File: src/design/uft_consts.vh
// Named constants for the serial frame transmitter channel.
// Assumes inclusion by bare name from the design modules.
`ifndef UFT_CONSTS_VH
`define UFT_CONSTS_VH

// Register byte offsets, one 32-bit word each
`define UFT_OFF_DATA 8'h00
`define UFT_OFF_CTRL 8'h04
`define UFT_OFF_FMT 8'h08
`define UFT_OFF_STAT 8'h0C
`define UFT_OFF_BAUD 8'h10

// Control register fields
`define UFT_CTRL_TXEN 0
`define UFT_CTRL_NINTH 1
`define UFT_CTRL_DBL 2
`define UFT_CTRL_RXEN 3

// Format register fields
`define UFT_FMT_SIZE_LO 0
`define UFT_FMT_SIZE_HI 2
`define UFT_FMT_PAR_LO 4
`define UFT_FMT_PAR_HI 5
`define UFT_FMT_STOP2 6
`define UFT_FMT_SYNC 7
`define UFT_FMT_POL 8
`define UFT_FMT_MASTER 9

// Status register fields
`define UFT_STAT_EMPTY 0
`define UFT_STAT_TXC 1
`define UFT_STAT_RXC 2
`define UFT_STAT_FE 3

// Character size codes
`define UFT_SIZE_NINE 3'h7
`define UFT_BITS_BASE 4'h5
`define UFT_BITS_EIGHT 4'h8
`define UFT_BITS_NINE 4'h9

// Parity mode: upper bit enables, lower bit selects odd
`define UFT_PAR_EN 1
`define UFT_PAR_ODD 0

// Baud tick divider end values (16 and 8 ticks per bit)
`define UFT_DIVMAX_NORM 4'hF
`define UFT_DIVMAX_DBL 4'h7
`define UFT_HALF_NORM 4'h8
`define UFT_HALF_DBL 4'h4

// Reset values
`define UFT_RST_FMT 10'h006
`define UFT_RST_BAUD 12'h000

`endif

File: src/design/uft_baud_gen.v
// Baud rate down-counter producing one tick per reload at zero.
// Assumes a divisor held steady by the register file.
module uft_baud_gen #(
  parameter DIV_W = 12
) (
  input wire pclk,
  input wire presetn,
  input wire ce,
  input wire [DIV_W-1:0] divisor,
  input wire reload,
  output reg tick
);
  reg [DIV_W-1:0] cnt_q;

  always @(posedge pclk or negedge presetn) begin
    if (!presetn) begin
      cnt_q <= {DIV_W{1'b0}};
      tick <= 1'b0;
    end else if (ce) begin
      if (reload) begin
        cnt_q <= divisor;
        tick <= 1'b0;
      end else if (cnt_q == {DIV_W{1'b0}}) begin
        cnt_q <= divisor;
        tick <= 1'b1;
      end else begin
        cnt_q <= cnt_q - {{(DIV_W-1){1'b0}}, 1'b1};
        tick <= 1'b0;
      end
    end
  end
endmodule // uft_baud_gen

File: src/design/uft_edge_sync.v
// Two-stage synchroniser and edge detector for the external transfer clock.
// Assumes the remote clock is slower than a quarter of pclk.
module uft_edge_sync (
  input wire pclk,
  input wire presetn,
  input wire ce,
  input wire clk_in,
  output wire rise,
  output wire fall
);
  reg s1_q;
  reg s2_q;
  reg s3_q;

  always @(posedge pclk or negedge presetn) begin
    if (!presetn) begin
      s1_q <= 1'b0;
      s2_q <= 1'b0;
      s3_q <= 1'b0;
    end else if (ce) begin
      s1_q <= clk_in;
      s2_q <= s1_q;
      s3_q <= s2_q;
    end
  end

  // Edges seen two pclk cycles after the pin moves
  assign rise = s2_q & ~s3_q;
  assign fall = ~s2_q & s3_q;
endmodule // uft_edge_sync

File: src/design/uft_top.v
// Serial frame transmitter channel with APB registers and a frame checker.
// Assumes APB master on pclk; pin inputs are synchronous except the slave clock.
`include "uft_consts.vh"

module uft_top #(
  parameter DIV_W = 12
) (
  input wire pclk,
  input wire presetn,
  input wire ce,
  input wire psel,
  input wire penable,
  input wire pwrite,
  input wire [7:0] paddr,
  input wire [31:0] pwdata,
  output reg [31:0] prdata,
  output reg pready,
  output reg pslverr,
  input wire serial_in_pin,
  output reg serial_out_pin,
  output reg serial_out_oe,
  input wire transfer_clock_in,
  output reg transfer_clock_out,
  output reg transfer_clock_oe
);
  localparam TX_IDLE = 3'h0;
  localparam TX_START = 3'h1;
  localparam TX_DATA = 3'h2;
  localparam TX_PAR = 3'h3;
  localparam TX_STOP = 3'h4;
  localparam RX_IDLE = 1'b0;
  localparam RX_BUSY = 1'b1;

  reg txen_q, ninth_q, dbl_q, rxen_q;
  reg [9:0] fmt_q;
  reg [DIV_W-1:0] div_q;
  reg [8:0] buf_q;
  reg buf_full_q, txc_q;
  reg [2:0] tx_st_q;
  reg [8:0] tsh_q;
  reg tpar_q;
  reg [3:0] tcnt_q, tdiv_q;
  reg rx_st_q, rx_prev_q;
  reg [3:0] rbit_q, rdiv_q;
  reg [8:0] rsh_q, rxd_q;
  reg rxc_q, fe_q;
  reg [31:0] rmux;
  reg hit;

  wire [2:0] size = fmt_q[`UFT_FMT_SIZE_HI:`UFT_FMT_SIZE_LO];
  wire par_en = fmt_q[`UFT_FMT_PAR_HI];
  wire par_odd = fmt_q[`UFT_FMT_PAR_LO];
  wire stop2 = fmt_q[`UFT_FMT_STOP2];
  wire sync = fmt_q[`UFT_FMT_SYNC];
  wire pol = fmt_q[`UFT_FMT_POL];
  wire master = fmt_q[`UFT_FMT_MASTER];

  // Shared by transmitter and receiver; changing it mid-frame corrupts both
  wire [3:0] nbits = (size == `UFT_SIZE_NINE) ? `UFT_BITS_NINE :
                     (size[2] ? `UFT_BITS_EIGHT : `UFT_BITS_BASE + {2'b00, size[1:0]});
  wire [8:0] dmask = ~(9'h1FF << nbits);
  wire [3:0] div_max = dbl_q ? `UFT_DIVMAX_DBL : `UFT_DIVMAX_NORM;
  wire [3:0] half = dbl_q ? `UFT_HALF_DBL : `UFT_HALF_NORM;

  // APB: one wait state, so pready comes from a flop
  wire acc = psel & penable & pready;
  wire wr = acc & pwrite;
  wire rd = acc & ~pwrite;
  wire wr_data = wr & (paddr == `UFT_OFF_DATA);
  wire wr_baud = wr & (paddr == `UFT_OFF_BAUD);
  wire rd_data = rd & (paddr == `UFT_OFF_DATA);
  wire wr_stat = wr & (paddr == `UFT_OFF_STAT);

  always @* begin
    rmux = 32'h00000000;
    hit = 1'b1;
    case (paddr)
      `UFT_OFF_DATA: rmux[8:0] = rxd_q;
      `UFT_OFF_CTRL: begin
        rmux[`UFT_CTRL_TXEN] = txen_q;
        rmux[`UFT_CTRL_NINTH] = ninth_q;
        rmux[`UFT_CTRL_DBL] = dbl_q;
        rmux[`UFT_CTRL_RXEN] = rxen_q;
      end
      `UFT_OFF_FMT: rmux[9:0] = fmt_q;
      `UFT_OFF_STAT: begin
        rmux[`UFT_STAT_EMPTY] = ~buf_full_q;
        rmux[`UFT_STAT_TXC] = txc_q;
        rmux[`UFT_STAT_RXC] = rxc_q;
        rmux[`UFT_STAT_FE] = fe_q;
      end
      `UFT_OFF_BAUD: rmux[DIV_W-1:0] = div_q;
      default: hit = 1'b0;
    endcase
  end

  wire tick;
  uft_baud_gen #(.DIV_W(DIV_W)) u_baud (
    .pclk(pclk),
    .presetn(presetn),
    .ce(ce),
    .divisor(div_q),
    .reload(wr_baud),
    .tick(tick)
  );

  wire ext_rise, ext_fall;
  uft_edge_sync u_sync (
    .pclk(pclk),
    .presetn(presetn),
    .ce(ce),
    .clk_in(transfer_clock_in),
    .rise(ext_rise),
    .fall(ext_fall)
  );

  // Master clock toggles per baud tick, giving the divide by two
  wire tx_busy = (tx_st_q != TX_IDLE) | buf_full_q;
  wire mrun = sync & master & (txen_q | tx_busy | rxen_q);
  wire m_edge = mrun & tick;
  wire m_rise = m_edge & ~transfer_clock_out;
  wire m_fall = m_edge & transfer_clock_out;
  wire e_rise = master ? m_rise : ext_rise;
  wire e_fall = master ? m_fall : ext_fall;
  wire chg_ev = sync & (pol ? e_fall : e_rise);
  wire smp_ev = sync & (pol ? e_rise : e_fall);

  wire bit_adv = sync ? chg_ev : (tick & (tdiv_q == div_max));
  wire last_stop = ~stop2 | (tcnt_q == 4'h1);
  wire stop_end = (tx_st_q == TX_STOP) & bit_adv & last_stop;
  wire idle_go = (tx_st_q == TX_IDLE) & (sync ? chg_ev : 1'b1);
  wire load = buf_full_q & (idle_go | stop_end);
  wire [8:0] ld_data = buf_q & dmask;

  always @(posedge pclk or negedge presetn) begin
    if (!presetn) begin
      prdata <= 32'h00000000;
      pready <= 1'b0;
      pslverr <= 1'b0;
      txen_q <= 1'b0;
      ninth_q <= 1'b0;
      dbl_q <= 1'b0;
      rxen_q <= 1'b0;
      fmt_q <= `UFT_RST_FMT;
      div_q <= `UFT_RST_BAUD;
      buf_q <= 9'h000;
      buf_full_q <= 1'b0;
      txc_q <= 1'b0;
    end else if (ce) begin
      pready <= psel & penable & ~pready;
      if (psel & penable & ~pready) begin
        prdata <= pwrite ? 32'h00000000 : rmux;
        pslverr <= ~hit;
      end
      if (wr & (paddr == `UFT_OFF_CTRL)) begin
        txen_q <= pwdata[`UFT_CTRL_TXEN];
        ninth_q <= pwdata[`UFT_CTRL_NINTH];
        dbl_q <= pwdata[`UFT_CTRL_DBL];
        rxen_q <= pwdata[`UFT_CTRL_RXEN];
      end
      if (wr & (paddr == `UFT_OFF_FMT))
        fmt_q <= pwdata[9:0];
      if (wr_baud)
        div_q <= pwdata[DIV_W-1:0];
      // Ninth bit is captured from the control register at this write
      if (wr_data) begin
        buf_q <= {ninth_q, pwdata[7:0]};
        buf_full_q <= 1'b1;
      end else if (load) begin
        buf_full_q <= 1'b0;
      end
      // Setting wins over a clearing write in the same cycle
      if (stop_end & ~buf_full_q)
        txc_q <= 1'b1;
      else if (wr_stat & pwdata[`UFT_STAT_TXC])
        txc_q <= 1'b0;
    end
  end

  always @(posedge pclk or negedge presetn) begin
    if (!presetn) begin
      tx_st_q <= TX_IDLE;
      tsh_q <= 9'h000;
      tpar_q <= 1'b0;
      tcnt_q <= 4'h0;
      tdiv_q <= 4'h0;
      serial_out_pin <= 1'b1;
      serial_out_oe <= 1'b0;
      transfer_clock_out <= 1'b0;
      transfer_clock_oe <= 1'b0;
    end else if (ce) begin
      // Disabling takes effect only once buffer and shifter drain
      serial_out_oe <= txen_q | tx_busy;
      transfer_clock_oe <= mrun;
      if (m_edge)
        transfer_clock_out <= ~transfer_clock_out;
      else if (!mrun)
        transfer_clock_out <= pol;
      if (load) begin
        tdiv_q <= 4'h0;
      end else if (tick) begin
        tdiv_q <= (tdiv_q == div_max) ? 4'h0 : tdiv_q + 4'h1;
      end
      if (load) begin
        tx_st_q <= TX_START;
        tsh_q <= ld_data;
        tpar_q <= (^ld_data) ^ par_odd;
        serial_out_pin <= 1'b0;
        tcnt_q <= 4'h0;
      end else if (bit_adv) begin
        case (tx_st_q)
          TX_START: begin
            tx_st_q <= TX_DATA;
            serial_out_pin <= tsh_q[0];
            tsh_q <= {1'b0, tsh_q[8:1]};
            tcnt_q <= 4'h1;
          end
          TX_DATA: begin
            if (tcnt_q == nbits) begin
              tcnt_q <= 4'h0;
              if (par_en) begin
                tx_st_q <= TX_PAR;
                serial_out_pin <= tpar_q;
              end else begin
                tx_st_q <= TX_STOP;
                serial_out_pin <= 1'b1;
              end
            end else begin
              serial_out_pin <= tsh_q[0];
              tsh_q <= {1'b0, tsh_q[8:1]};
              tcnt_q <= tcnt_q + 4'h1;
            end
          end
          TX_PAR: begin
            tx_st_q <= TX_STOP;
            serial_out_pin <= 1'b1;
            tcnt_q <= 4'h0;
          end
          TX_STOP: begin
            if (last_stop) begin
              tx_st_q <= TX_IDLE;
              serial_out_pin <= 1'b1;
            end else begin
              tcnt_q <= 4'h1;
            end
          end
          default: begin
            tx_st_q <= TX_IDLE;
            serial_out_pin <= 1'b1;
          end
        endcase
      end
    end
  end

  // Receiver, kept to what the frame error check needs
  wire rsamp = sync ? smp_ev : (tick & (rdiv_q == div_max));
  wire [3:0] rx_stop_idx = nbits + 4'h1 + {3'b000, par_en};

  always @(posedge pclk or negedge presetn) begin
    if (!presetn) begin
      rx_st_q <= RX_IDLE;
      rx_prev_q <= 1'b1;
      rbit_q <= 4'h0;
      rdiv_q <= 4'h0;
      rsh_q <= 9'h000;
      rxd_q <= 9'h000;
      rxc_q <= 1'b0;
      fe_q <= 1'b0;
    end else if (ce) begin
      rx_prev_q <= serial_in_pin;
      if (tick)
        rdiv_q <= (rdiv_q == div_max) ? 4'h0 : rdiv_q + 4'h1;
      if (rd_data)
        rxc_q <= 1'b0;
      case (rx_st_q)
        RX_IDLE: begin
          if (rxen_q & sync & smp_ev & ~serial_in_pin) begin
            rx_st_q <= RX_BUSY;
            rbit_q <= 4'h1;
          end else if (rxen_q & ~sync & rx_prev_q & ~serial_in_pin) begin
            rx_st_q <= RX_BUSY;
            rbit_q <= 4'h0;
            rdiv_q <= half;
          end
        end
        RX_BUSY: begin
          if (rsamp) begin
            if (rbit_q == 4'h0) begin
              // A start bit gone high at mid-bit was a glitch
              if (serial_in_pin)
                rx_st_q <= RX_IDLE;
              else
                rbit_q <= 4'h1;
            end else if (rbit_q <= nbits) begin
              rsh_q <= {serial_in_pin, rsh_q[8:1]};
              rbit_q <= rbit_q + 4'h1;
            end else if (rbit_q == rx_stop_idx) begin
              fe_q <= ~serial_in_pin;
              rxd_q <= rsh_q >> (`UFT_BITS_NINE - nbits);
              rxc_q <= 1'b1;
              rx_st_q <= RX_IDLE;
            end else begin
              rbit_q <= rbit_q + 4'h1;
            end
          end
        end
        default: rx_st_q <= RX_IDLE;
      endcase
    end
  end
endmodule // uft_top

File: config.mk
export PLATFORM = sky130hd
export DESIGN_NAME = uft_top
export DESIGN_NICKNAME = d
export VERILOG_FILES = /design/src/design/uft_baud_gen.v /design/src/design/uft_edge_sync.v /design/src/design/uft_top.v
export VERILOG_INCLUDE_DIRS = /design/src /design/src/design
export SDC_FILE = /design/constraint.sdc
export NUM_CORES = 1
export LEC_CHECK = 0
export BUFFER_PORTS_ARGS = -buffer_cell sky130_fd_sc_hd__buf_2
export CAP_MARGIN = 20
export CORE_MARGIN = 2
export CORE_UTILIZATION = 45
export CTS_CLUSTER_SIZE = 10
export DETAILED_ROUTE_END_ITERATION = 16
export GPL_ROUTABILITY_DRIVEN = 0
export PLACE_DENSITY = 0.76
export SKIP_CTS_REPAIR_TIMING = 1
export SLEW_MARGIN = 20
export SYNTH_ARGS = -nofsm -noshare
export SYNTH_HDL_FRONTEND = slang
export SYNTH_HIERARCHICAL = 1
export SYNTH_SLANG_ARGS = --single-unit
File: constraint.sdc
create_clock -name pclk -period 4.6 [get_ports pclk]
set_input_delay 0.23 -clock pclk [delete_from_list [all_inputs] [get_ports pclk]]
set_output_delay 0.23 -clock pclk [all_outputs]
set_load 0.005 [all_outputs]
# Yosys cells after proc, flatten, opt, wreduce, memory -nomap -nowiden
# Index checks and enable logic that the tools add are counted.
word_totals:
  latch_bits: 0
  n_memories: 0
  romBits: 0
  ram_bits: 0
  inputBits: 48
  output_inout_bits: 38
  register_bits: 142
classes:
  n_mul: 0
  mux: 78
  reduce_logical: 30
  n_eq_ne: 23
  n_bitwise: 55
  order_cmp: 1
  n_div: 0
  shift: 2
  add_sub_neg: 9
op_table:
  columns: ["cell", "count"]
  rows:
  - ["2-to-1 mux 4 bit", 23]
  - ["2-to-1 mux 12 bit", 3]
  - ["AND 1 bit", 34]
  - ["2-to-1 mux 1 bit", 34]
  - ["2-to-1 mux 9 bit", 3]
  - ["adder 4 x 1 -> 4 bit (second input constant)", 5]
  - ["case mux 4 bit (5 select lines)", 1]
  - ["AND reduction 2 bit", 10]
  - ["!= test 3 bit (second input constant)", 6]
  - ["case mux 9 bit (2 select lines)", 1]
  - ["== test 4 bit", 4]
  - ["== test 8 x 4 -> 1 bit (second input constant)", 2]
  - ["case mux 4 bit (4 select lines)", 1]
  - ["2-to-1 mux 3 bit", 5]
  - ["case mux 5 bit (3 select lines)", 1]
  - ["inverter 1 bit", 13]
  - ["logical NOT 12 bit", 1]
  - ["case mux 3 bit (4 select lines)", 1]
  - ["AND reduction 4 bit", 3]
  - ["subtractor 12 x 1 -> 12 bit (second input constant)", 1]
  - ["AND reduction 5 bit", 2]
  - ["AND 9 bit", 1]
  - ["inverter 9 bit", 1]
  - ["parity 9 bit", 1]
  - ["other kinds (29)", 41]

# Logic depth before layout (Yosys ltp)
# Gate-level depths: netlist of the first run.
depth:
  depth_word: 17
  mapped_depth: 15

# Modules after synthesis
# Netlist of the first run, hierarchy kept.
modules_own_cells:
  columns: ["mod", "area_per_inst_um2", "cells_each", "instances"]
  rows:
  - ["uft_top", 6097.1, 577, 1]
  - ["uft_baud_gen", 928.4, 103, 1]
  - ["uft_edge_sync", 121.4, 8, 1]

# Worst setup path after synthesis of the first run
# Ideal clock, no wire load.
synth_path:
  path_kind: "register to register"
  startpoint: "register fmt_q[1]"
  endpoint: "register rxd_q[5]"
  stages_incl_launch_ff: 15
  slack_ns: 1.352
  arrival_time_ns: 3.123
  setup_ns: 0.125
  period_less_slack_ns: 3.248
  path_buffers: 2
  path_cell_list: "dfstp_2 ha_1 nor2b_1 nor2_1 buf_2 inv_1 ha_1 inv_1 ha_1 xor2_1 nor3_1 nand3_1 or2_4 buf_6 mux2_4"
synth_between:
  elab_chain_len: 7
synth_rtl:
  columns: ["item", "line_no", "text"]
  rows:
  - ["start: declaration", "uft_top.v:35", "reg [9:0] fmt_q;"]
  - ["start signal: assignment", "uft_top.v:144", "fmt_q <= `UFT_RST_FMT;"]
  - ["start signal: assignment", "uft_top.v:162", "fmt_q <= pwdata[9:0];"]
  - ["adder 3 x 2 -> 4 bit (no source line)", null, null]
  - ["2-to-1 mux 4 bit", "uft_top.v:60", "(size[2] ? `UFT_BITS_EIGHT : `UFT_BITS_BASE + {2'b00, size[1:0]});"]
  - ["2-to-1 mux 4 bit (*)", "uft_top.v:59", "wire [3:0] nbits = (size == `UFT_SIZE_NINE) ? `UFT_BITS_NINE :"]
  - ["adder 4 x 1 -> 4 bit (2 in a row)", "uft_top.v:258", "wire [3:0] rx_stop_idx = nbits + 4'h1 + {3'b000, par_en};"]
  - ["== test 4 bit", "uft_top.v:298", "end else if (rbit_q == rx_stop_idx) begin"]
  - ["AND reduction 6 bit (no source line)", null, null]
  - ["end signal: assignment", "uft_top.v:300", "rxd_q <= rsh_q >> (`UFT_BITS_NINE - nbits);"]
  - ["end: declaration", "uft_top.v:45", "reg [8:0] rsh_q, rxd_q;"]
# Every way passes the cells marked *; elsewhere a longest branch is shown, timed or not.
# A chain may end at the register's enable or synchronous reset.

# Worst setup path in the final report of the first run
layout_path:
  startpoint: "register fmt_q[0]"
  endpoint: "register rxd_q[5]"
# The elaborated chain is that of the path after synthesis.

==> results of run 1 <==
==> power groups by stage <==
stage,Combinational (mW),Sequential [mW],Clock [mW]
4_1_cts,0.228,1.17,1.31
6_report,0.229,1.17,1.29
5_1_grt,0.259,1.18,1.35
3_5_place_dp,0.226,1.19,0
2_1_floorplan,0.161,1.18,0
3_3_place_gp,0.220,1.19,0
==> worst paths after layout <==
check,start,to,cells after the start
worst max-delay path,fmt_q[0],rxd_q[5],9
worst min-delay path,pwdata[10],div_q[10],2
worst max register to register,fmt_q[0],rxd_q[5],9
worst min register to register,pslverr,pslverr,2
max in group asynchronous,presetn,buf_q[2],3
min in group asynchronous,presetn,prdata[11],2
==> sequential cells by signal, indices dropped and copies added, names as in the netlist, 3 cells and up <==
| name | cells |
|---|---|
| tsh_q | 9 |
| rxd_q | 9 |
| u_baud/cnt_q | 12 |
| rdiv_q | 4 |
| tdiv_q | 4 |
| prdata | 12 |
| rbit_q | 4 |
| fmt_q | 10 |
| tcnt_q | 4 |
| buf_q | 9 |
| div_q | 12 |
| tx_st_q | 3 |
| rsh_q | 9 |
==> final cells by class <==
cell class / instances / area [um^2] / share of cell area, %
multi-input combinational: 504 / 3742 / 46.55
sequential: 122 / 3058 / 38.03
clock buffer: 24 / 471.7 / 5.867
timing repair buffer: 51 / 279.0 / 3.470
tap: 216 / 270.3 / 3.361
inverter: 33 / 123.9 / 1.541
clock inverter: 8 / 95.09 / 1.183
==> synth_stat cells, types with 6 or more instances <==
cell type,number
nand2_1,45
o21ai_0,39
buf_2,7
nor2_1,36
nand2b_1,11
mux2i_1,27
nand3_1,20
inv_1,31
and3_1,7
xor2_1,7
o22ai_1,13
a31oi_1,6
ha_1,20
mux2_2,53
buf_4,23
o31ai_1,6
a2bb2oi_1,11
nor3_1,11
a22o_1,8
xnor2_1,8
a21oi_1,24
clkbuf_1,13
o2bb2ai_1,7
nand4_1,10
dfrtp_1,118
nor2b_1,11
==> per-stage QoR <==
stage               util, %  power (mW)  hold WS [ns]  instance area, um^2
finish                51.17       2.690       0.04502                 8040
global route          51.17       2.788       0.04311                 8040
CTS                   51.08       2.709       -0.4225                 8026
detailed placement    47.48       1.413       0.02573                 7460
global placement      47.48       1.407       0.02454                 7460
floorplan                 -       1.337      -0.06559                 7218
==> routing by layer <==
layer  vias to the layer above  GRT usage, %
met4                         0         6.262
met5                         -             0
li1                       2592             -
met3                        28         4.920
met2                       168         33.48
met1                      2762         28.83
==> kinds of logic (layout without fill, tap and decap cells) <==
family	count (synthesis)	count (layout)	synth area share, %
adder cells (fa/ha/maj)	20	20	3.501
multiplexers	87	87	14.02
buffers and inverters	81	116	6.005
AO/OA/AOI/OAI	165	165	16.26
AND/OR/NAND/NOR	196	196	15.21
flip-flops	122	122	42.79
XOR/XNOR	16	16	2.153
other	1	20	0.05247
==> impl_results.md, run 1 <==
* CP delay by family, top: simple AND/OR/NAND/NOR gates
* Nets at roughly 800
* Grt ovf at 0
* First-pass iteration count of the detailed router at 5
* Initial antenna violation count at 0
* Initial Utilization at between 40% and 50%
* Reg clk slew, reported paths at 0.05 ns
* Post-route ant nets at 0
* Metal2 WL at 8047 um
* Max transition margin at 28.73%
* Final HPWL DP at 12000 um
* Status: finished clean
* Worst stage delay on the critical path at 0.52 ns
* Seq cells post-synth at roughly 120
* Psw at 660.5 uW
* WL/cell at roughly 18 um
* Seq/Total Area, Yosys at a little over two fifths
* Combinational Power Share at approximately 8.5%
* DR WL met3 at 899 um
* Buffer depth of the longest clock path at 2
* CP Launch Type: flop
* Die area at 0.01691 mm^2
* Critical path buffers and inverters at 1
* RSZ-0062 raised after global routing: no
* Most frequent cells in the layout: dfrtp_1 (118), mux2_2 (53), nand2_1 (45)
* WP data required at between 4 and 5 ns
* Die width at approximately 130 um
* Tot GR Track Use at between 20% and 30%
* Max Clk Rate at about 0.29 GHz
* Min setup slack post-route at 1.164 ns
* Reg2reg setup slack at roughly 1.2 ns
* WP data arrival at about 3.7 ns
* Share of cells above drive strength 1 at roughly 23%
* Asr flop ratio synth at between 90% and 100%
* Largest area contributor in the netlist: dfrtp_1
* 1st-iter DRT viols at approximately 440
* Vias at about 5600
* Die height at approximately 130 um
* Period utilisation layout at between 70% and 80%
* Syn. warnings at 6
* Non-Filler Instances at roughly 960
* Cells after DPL at 925
* Layout area overhead at 12.50%
* Post-synth cell types at 89
* Top cells by area, synth: dfrtp_1 (41%), mux2_2 (8.4%), mux2i_1 (3.8%), ha_1 (3.5%), o21ai_0 (2.7%)
* Global-route wire length before repair at 27390 um
* Post-route DRC at 0
* Row count at 46
* Max FO, Critical Path at 14
* Core Footprint at 0.01571 mm^2
* Via/cell ratio at ~5.8
* Final min period at approximately 3.4 ns
* Vias in the first global route at 5189
* Synthesized area per cell at slightly above 10 um^2
* Fin. Hold Viols at 0
* Wire length on met1 at roughly 7700 um
* Power share of the clock group at approximately 48%
* I/O pin count at 86
* Top FF cell, synth: dfrtp_1
* CP most frequent cell: ha_1
* Clk Latency, worst-skew pair at ~0.42 ns
* Fin Setup TNS at 0 ns
* Worst Hold Class: input port to flop
* Power density cells at 334.6 mW/mm^2
* Post-Syn Instances at approximately 690
* Clock Sinks at 122
* Uppermost layer routed: met4
* Leak at between 3 and 4 nW
* IO buf count at between 40 and 50
* Share of the synthesized area in the top cell type at 41.32%
* Commonest non-fill, non-tap cell in the layout: dfrtp_1
* Pre-CTS setup slack at roughly 1.2 ns
* Worst Tran Pin Value at 1.063 ns
* Total Wirelength at roughly 17000 um
* H-tree depth at 4
* VDD IR max at 308.0 uV
* Setup Skew at between 0.01 and 0.015 ns
* CP Capture Type: flop
* CTS buffer count at 17
* CTS tree: built
* Cell Int Power at 2.030 mW
* Switch share at between 20% and 30%
* Ant. Diodes at 0
* Setup violators final at 0
* Final Slew Violations at 0
* CP cell instances: ha_1 -> nand2b_1 -> inv_1 -> ha_1 -> xor2_1 -> nor3_1 -> nand3_1 -> or2_4 -> mux2_4
* Mapped Area at ~0.0071 mm^2
* CTS root buf: clkbuf_16
* WS Path Type: flop to flop
* Post-synth EDFFs at 0
* Max-Cap Viols at 0
* Sequential power share at ~44%
* FILL cells at between 1000 and 1500
* Largest net degree at the start of global routing at 84
* Slowest CP cell: nand2b_1
Note: power is estimated with default switching activity, not from simulation.
==> run 2: changes to the inputs <==
- clock period: 4.6 -> 3.3 ns (I/O delays scaled with it)
==> run 2 against run 1 <==
  * Routed wire length up 1.4%
  * Global-route usage up 0.44 points
  * Hold slack worse by 0.0064 ns
  * Critical endpoint is now rxd_q[7]
  * Flip-flop and latch count unchanged
  * First-iteration DRC count down 5.4%
  * Largest cell class unchanged
  * Count of clock-buffer cells in the layout unchanged
  * Via count up 0.23%
  * Design area up 2.2%
  * Critical path type unchanged
  * Maximum frequency up 10%
  * Cell count up 1.0%
  * Utilization up 1.1 points
==> impl_results.md, run 2 (synthesis results as in run 1) <==
* Area occupied by multi-input gates at 0.003756 mm^2 (+0.37%)
* Die height at 130.0 um (unchanged)
* Max transition margin at 45.09% (+16 points)
* Status: finished clean
* Design Area, Final at 0.008220 mm^2 (+2.2%)
* Buffer depth of the longest clock path at 2 (unchanged)
* Non-Filler Instances at 968 (+1.0%)
* CTS tree: built
* Max FO, Critical Path at 11 (-3)
* Initial Utilization at 45.48% (unchanged)
* Vias in the first global route at 5440 (+4.8%)
* Combinational Power Share at 8.3% (-0.2 points)
* Final min period at 3.124 ns (-0.3120 ns)
* Final Power at 3.996 mW (+49%)
* FILL cells at 1397 (-1.2%)
* Grt ovf at 0 (unchanged)
* Leak at 3.822 nW (+2.5%)
* Max-Cap Viols at 0 (unchanged)
* Period utilisation layout at 94.66% (+20 points)
* Dpl cell area at 0.007510 mm^2 (+0.67%)
* Layout area overhead at 15.02%
* Reg area at 0.003058 mm^2 (unchanged)
* Max Clk Rate at 0.3201 GHz (+10%)
* Total Wirelength at 17160 um (+1.4%)
* CTS buffer count at 17 (unchanged)
* IO buf count at 45 (unchanged)
* Most frequent cells in the layout: dfrtp_1 (118), mux2_2 (53), nand2_1 (45)
* CP most frequent cell: ha_1
* Tot GR Track Use at 21.48% (+0.44 points)
* Core Footprint at 0.01571 mm^2 (unchanged)
* Largest net degree at the start of global routing at 65 (-23%)
* VDD IR max at 358.7 uV (+16%)
* Psw at 928.4 uW (+41%)
* Setup violators final at 0 (unchanged)
* Die width at 130.0 um (unchanged)
* 1st-iter DRT viols at 417 (-5.4%)
* CTS root buf: clkbuf_16
* Global-route wire length before repair at 28080 um (+2.5%)
* Setup Skew at 0.006616 ns (-0.003615 ns)
* Power share of the clock group at 50.8% (+2.9 points)
* Worst stage delay on the critical path at 0.45 ns (-0.07 ns)
* Reg clk slew, reported paths at 0.06 ns (about the same)
* H-tree depth at 4 (unchanged)
* WS Path Type: flop to flop
* Via/cell ratio at 5.747 (-0.80%)
* Initial antenna violation count at 0 (unchanged)
* Sequential power share at 40.9% (-2.7 points)
* Fin Setup TNS at 0 ns (unchanged)
* Switch share at 23.23% (-1.3 points)
* Biggest regs: div_q x12, prdata x12, u_baud/cnt_q x12
* Slowest CP cell: dfrtp_1
* Vias at 5563 (+0.23%)
* Cells after DPL at 930 (+0.54%)
* Final HPWL DP at 12220 um (+1.8%)
* Die area at 0.01691 mm^2 (unchanged)
* Commonest non-fill, non-tap cell in the layout: dfrtp_1
* Nets at 807 (+1.3%)
* CP Launch Type: flop
* Fin. Hold Viols at 0 (unchanged)
* Cell Int Power at 3.068 mW (+51%)
* Clk Latency, worst-skew pair at 0.42 ns (about the same)
* Final Slew Violations at 0 (unchanged)
* Post-route DRC at 0 (unchanged)
* CP cell instances: ha_1 -> or2_2 -> inv_2 -> ha_1 -> and4_1 -> a21oi_1 -> nand3_2 -> or2_4 -> mux2_4
* Clock Sinks at 122 (unchanged)
* Pre-CTS setup slack at 0.2166 ns (-0.9969 ns)
* First-pass iteration count of the detailed router at 5 (unchanged)
* Min setup slack post-route at 0.1761 ns (-0.9880 ns)
* Share of cells above drive strength 1 at 23.54% (+0.76 points)
* WP data arrival at 3.43 ns (-0.31 ns)
* CP Capture Type: flop
* WP data required at 3.60 ns (-1.30 ns)
* Row count at 46 (unchanged)
* Utilization after layout at 52.32% (+1.1 points)
* Ant. Diodes at 0 (unchanged)
* Worst Hold Class: input port to flop
* I/O pin count at 86 (unchanged)
* Hold WS at 0.03865 ns (-0.006367 ns)
* WL/cell at 17.73 um (+0.40%)
* Power density cells at 486.1 mW/mm^2 (+45%)
* Worst Tran Pin Value at 0.8236 ns (-0.2397 ns)
* Post-route ant nets at 0 (unchanged)
-- run 2: changes by cell type in the layout (fill, tap and decap cells not counted), moves of 2 or more --
cell,delta
clkinvlp_4,-2
buf_4,+5
dlygate4sd3_1,+5
bufinv_16,+3
-- run 2: critical path, delay by kind of cell, from the launching register on --
family                   cells  cell delay [ns]
flip-flops                   1             0.45
AND/OR/NAND/NOR              4             1.18
multiplexers                 1             0.31
AO/OA/AOI/OAI                1             0.38
adder cells (fa/ha/maj)      2             0.54
buffers and inverters        1             0.14
-- run 2: path summary, 6_finish.rpt --
kind,to,cells after the start,from,slack [ns]
hold / removal,buf_q[6],3,pwdata[6],0.04
hold reg to reg,prdata[11],2,prdata[11],0.47
max in group asynchronous,rbit_q[1],4,presetn,1.94
setup / recovery,rxd_q[7],9,fmt_q[0],0.18
setup reg to reg,rxd_q[7],9,fmt_q[0],0.18
min in group asynchronous,div_q[11],2,presetn,0.40
-- run 2: metal layers --
metal	global-route usage, %	vias up	routed length (um)
met5	0	-	0
met1	28.75	2746	7831
met4	6.894	0	361
met2	33.32	179	8007
li1	-	2606	-
met3	6.847	32	958
-- run 2: final cells by class --
cell class | instances | area share [%]
inverters | 33 | 1.507
multi-input cells | 504 | 45.69
flip-flops and latches | 122 | 37.20
well taps | 216 | 3.288
clock inverters | 8 | 2.009
clock buffers | 24 | 5.738
repair buffers | 61 | 4.566
-- run 2: power groups by stage --
stage / Clock [mW] / Combinational (mW) / Sequential [mW]
detailed placement: 0 / 0.321 / 1.66
finish: 2.03 / 0.330 / 1.63
floorplan: 0 / 0.225 / 1.64
CTS: 2.05 / 0.323 / 1.63
global route: 2.14 / 0.375 / 1.65
global placement: 0 / 0.312 / 1.65
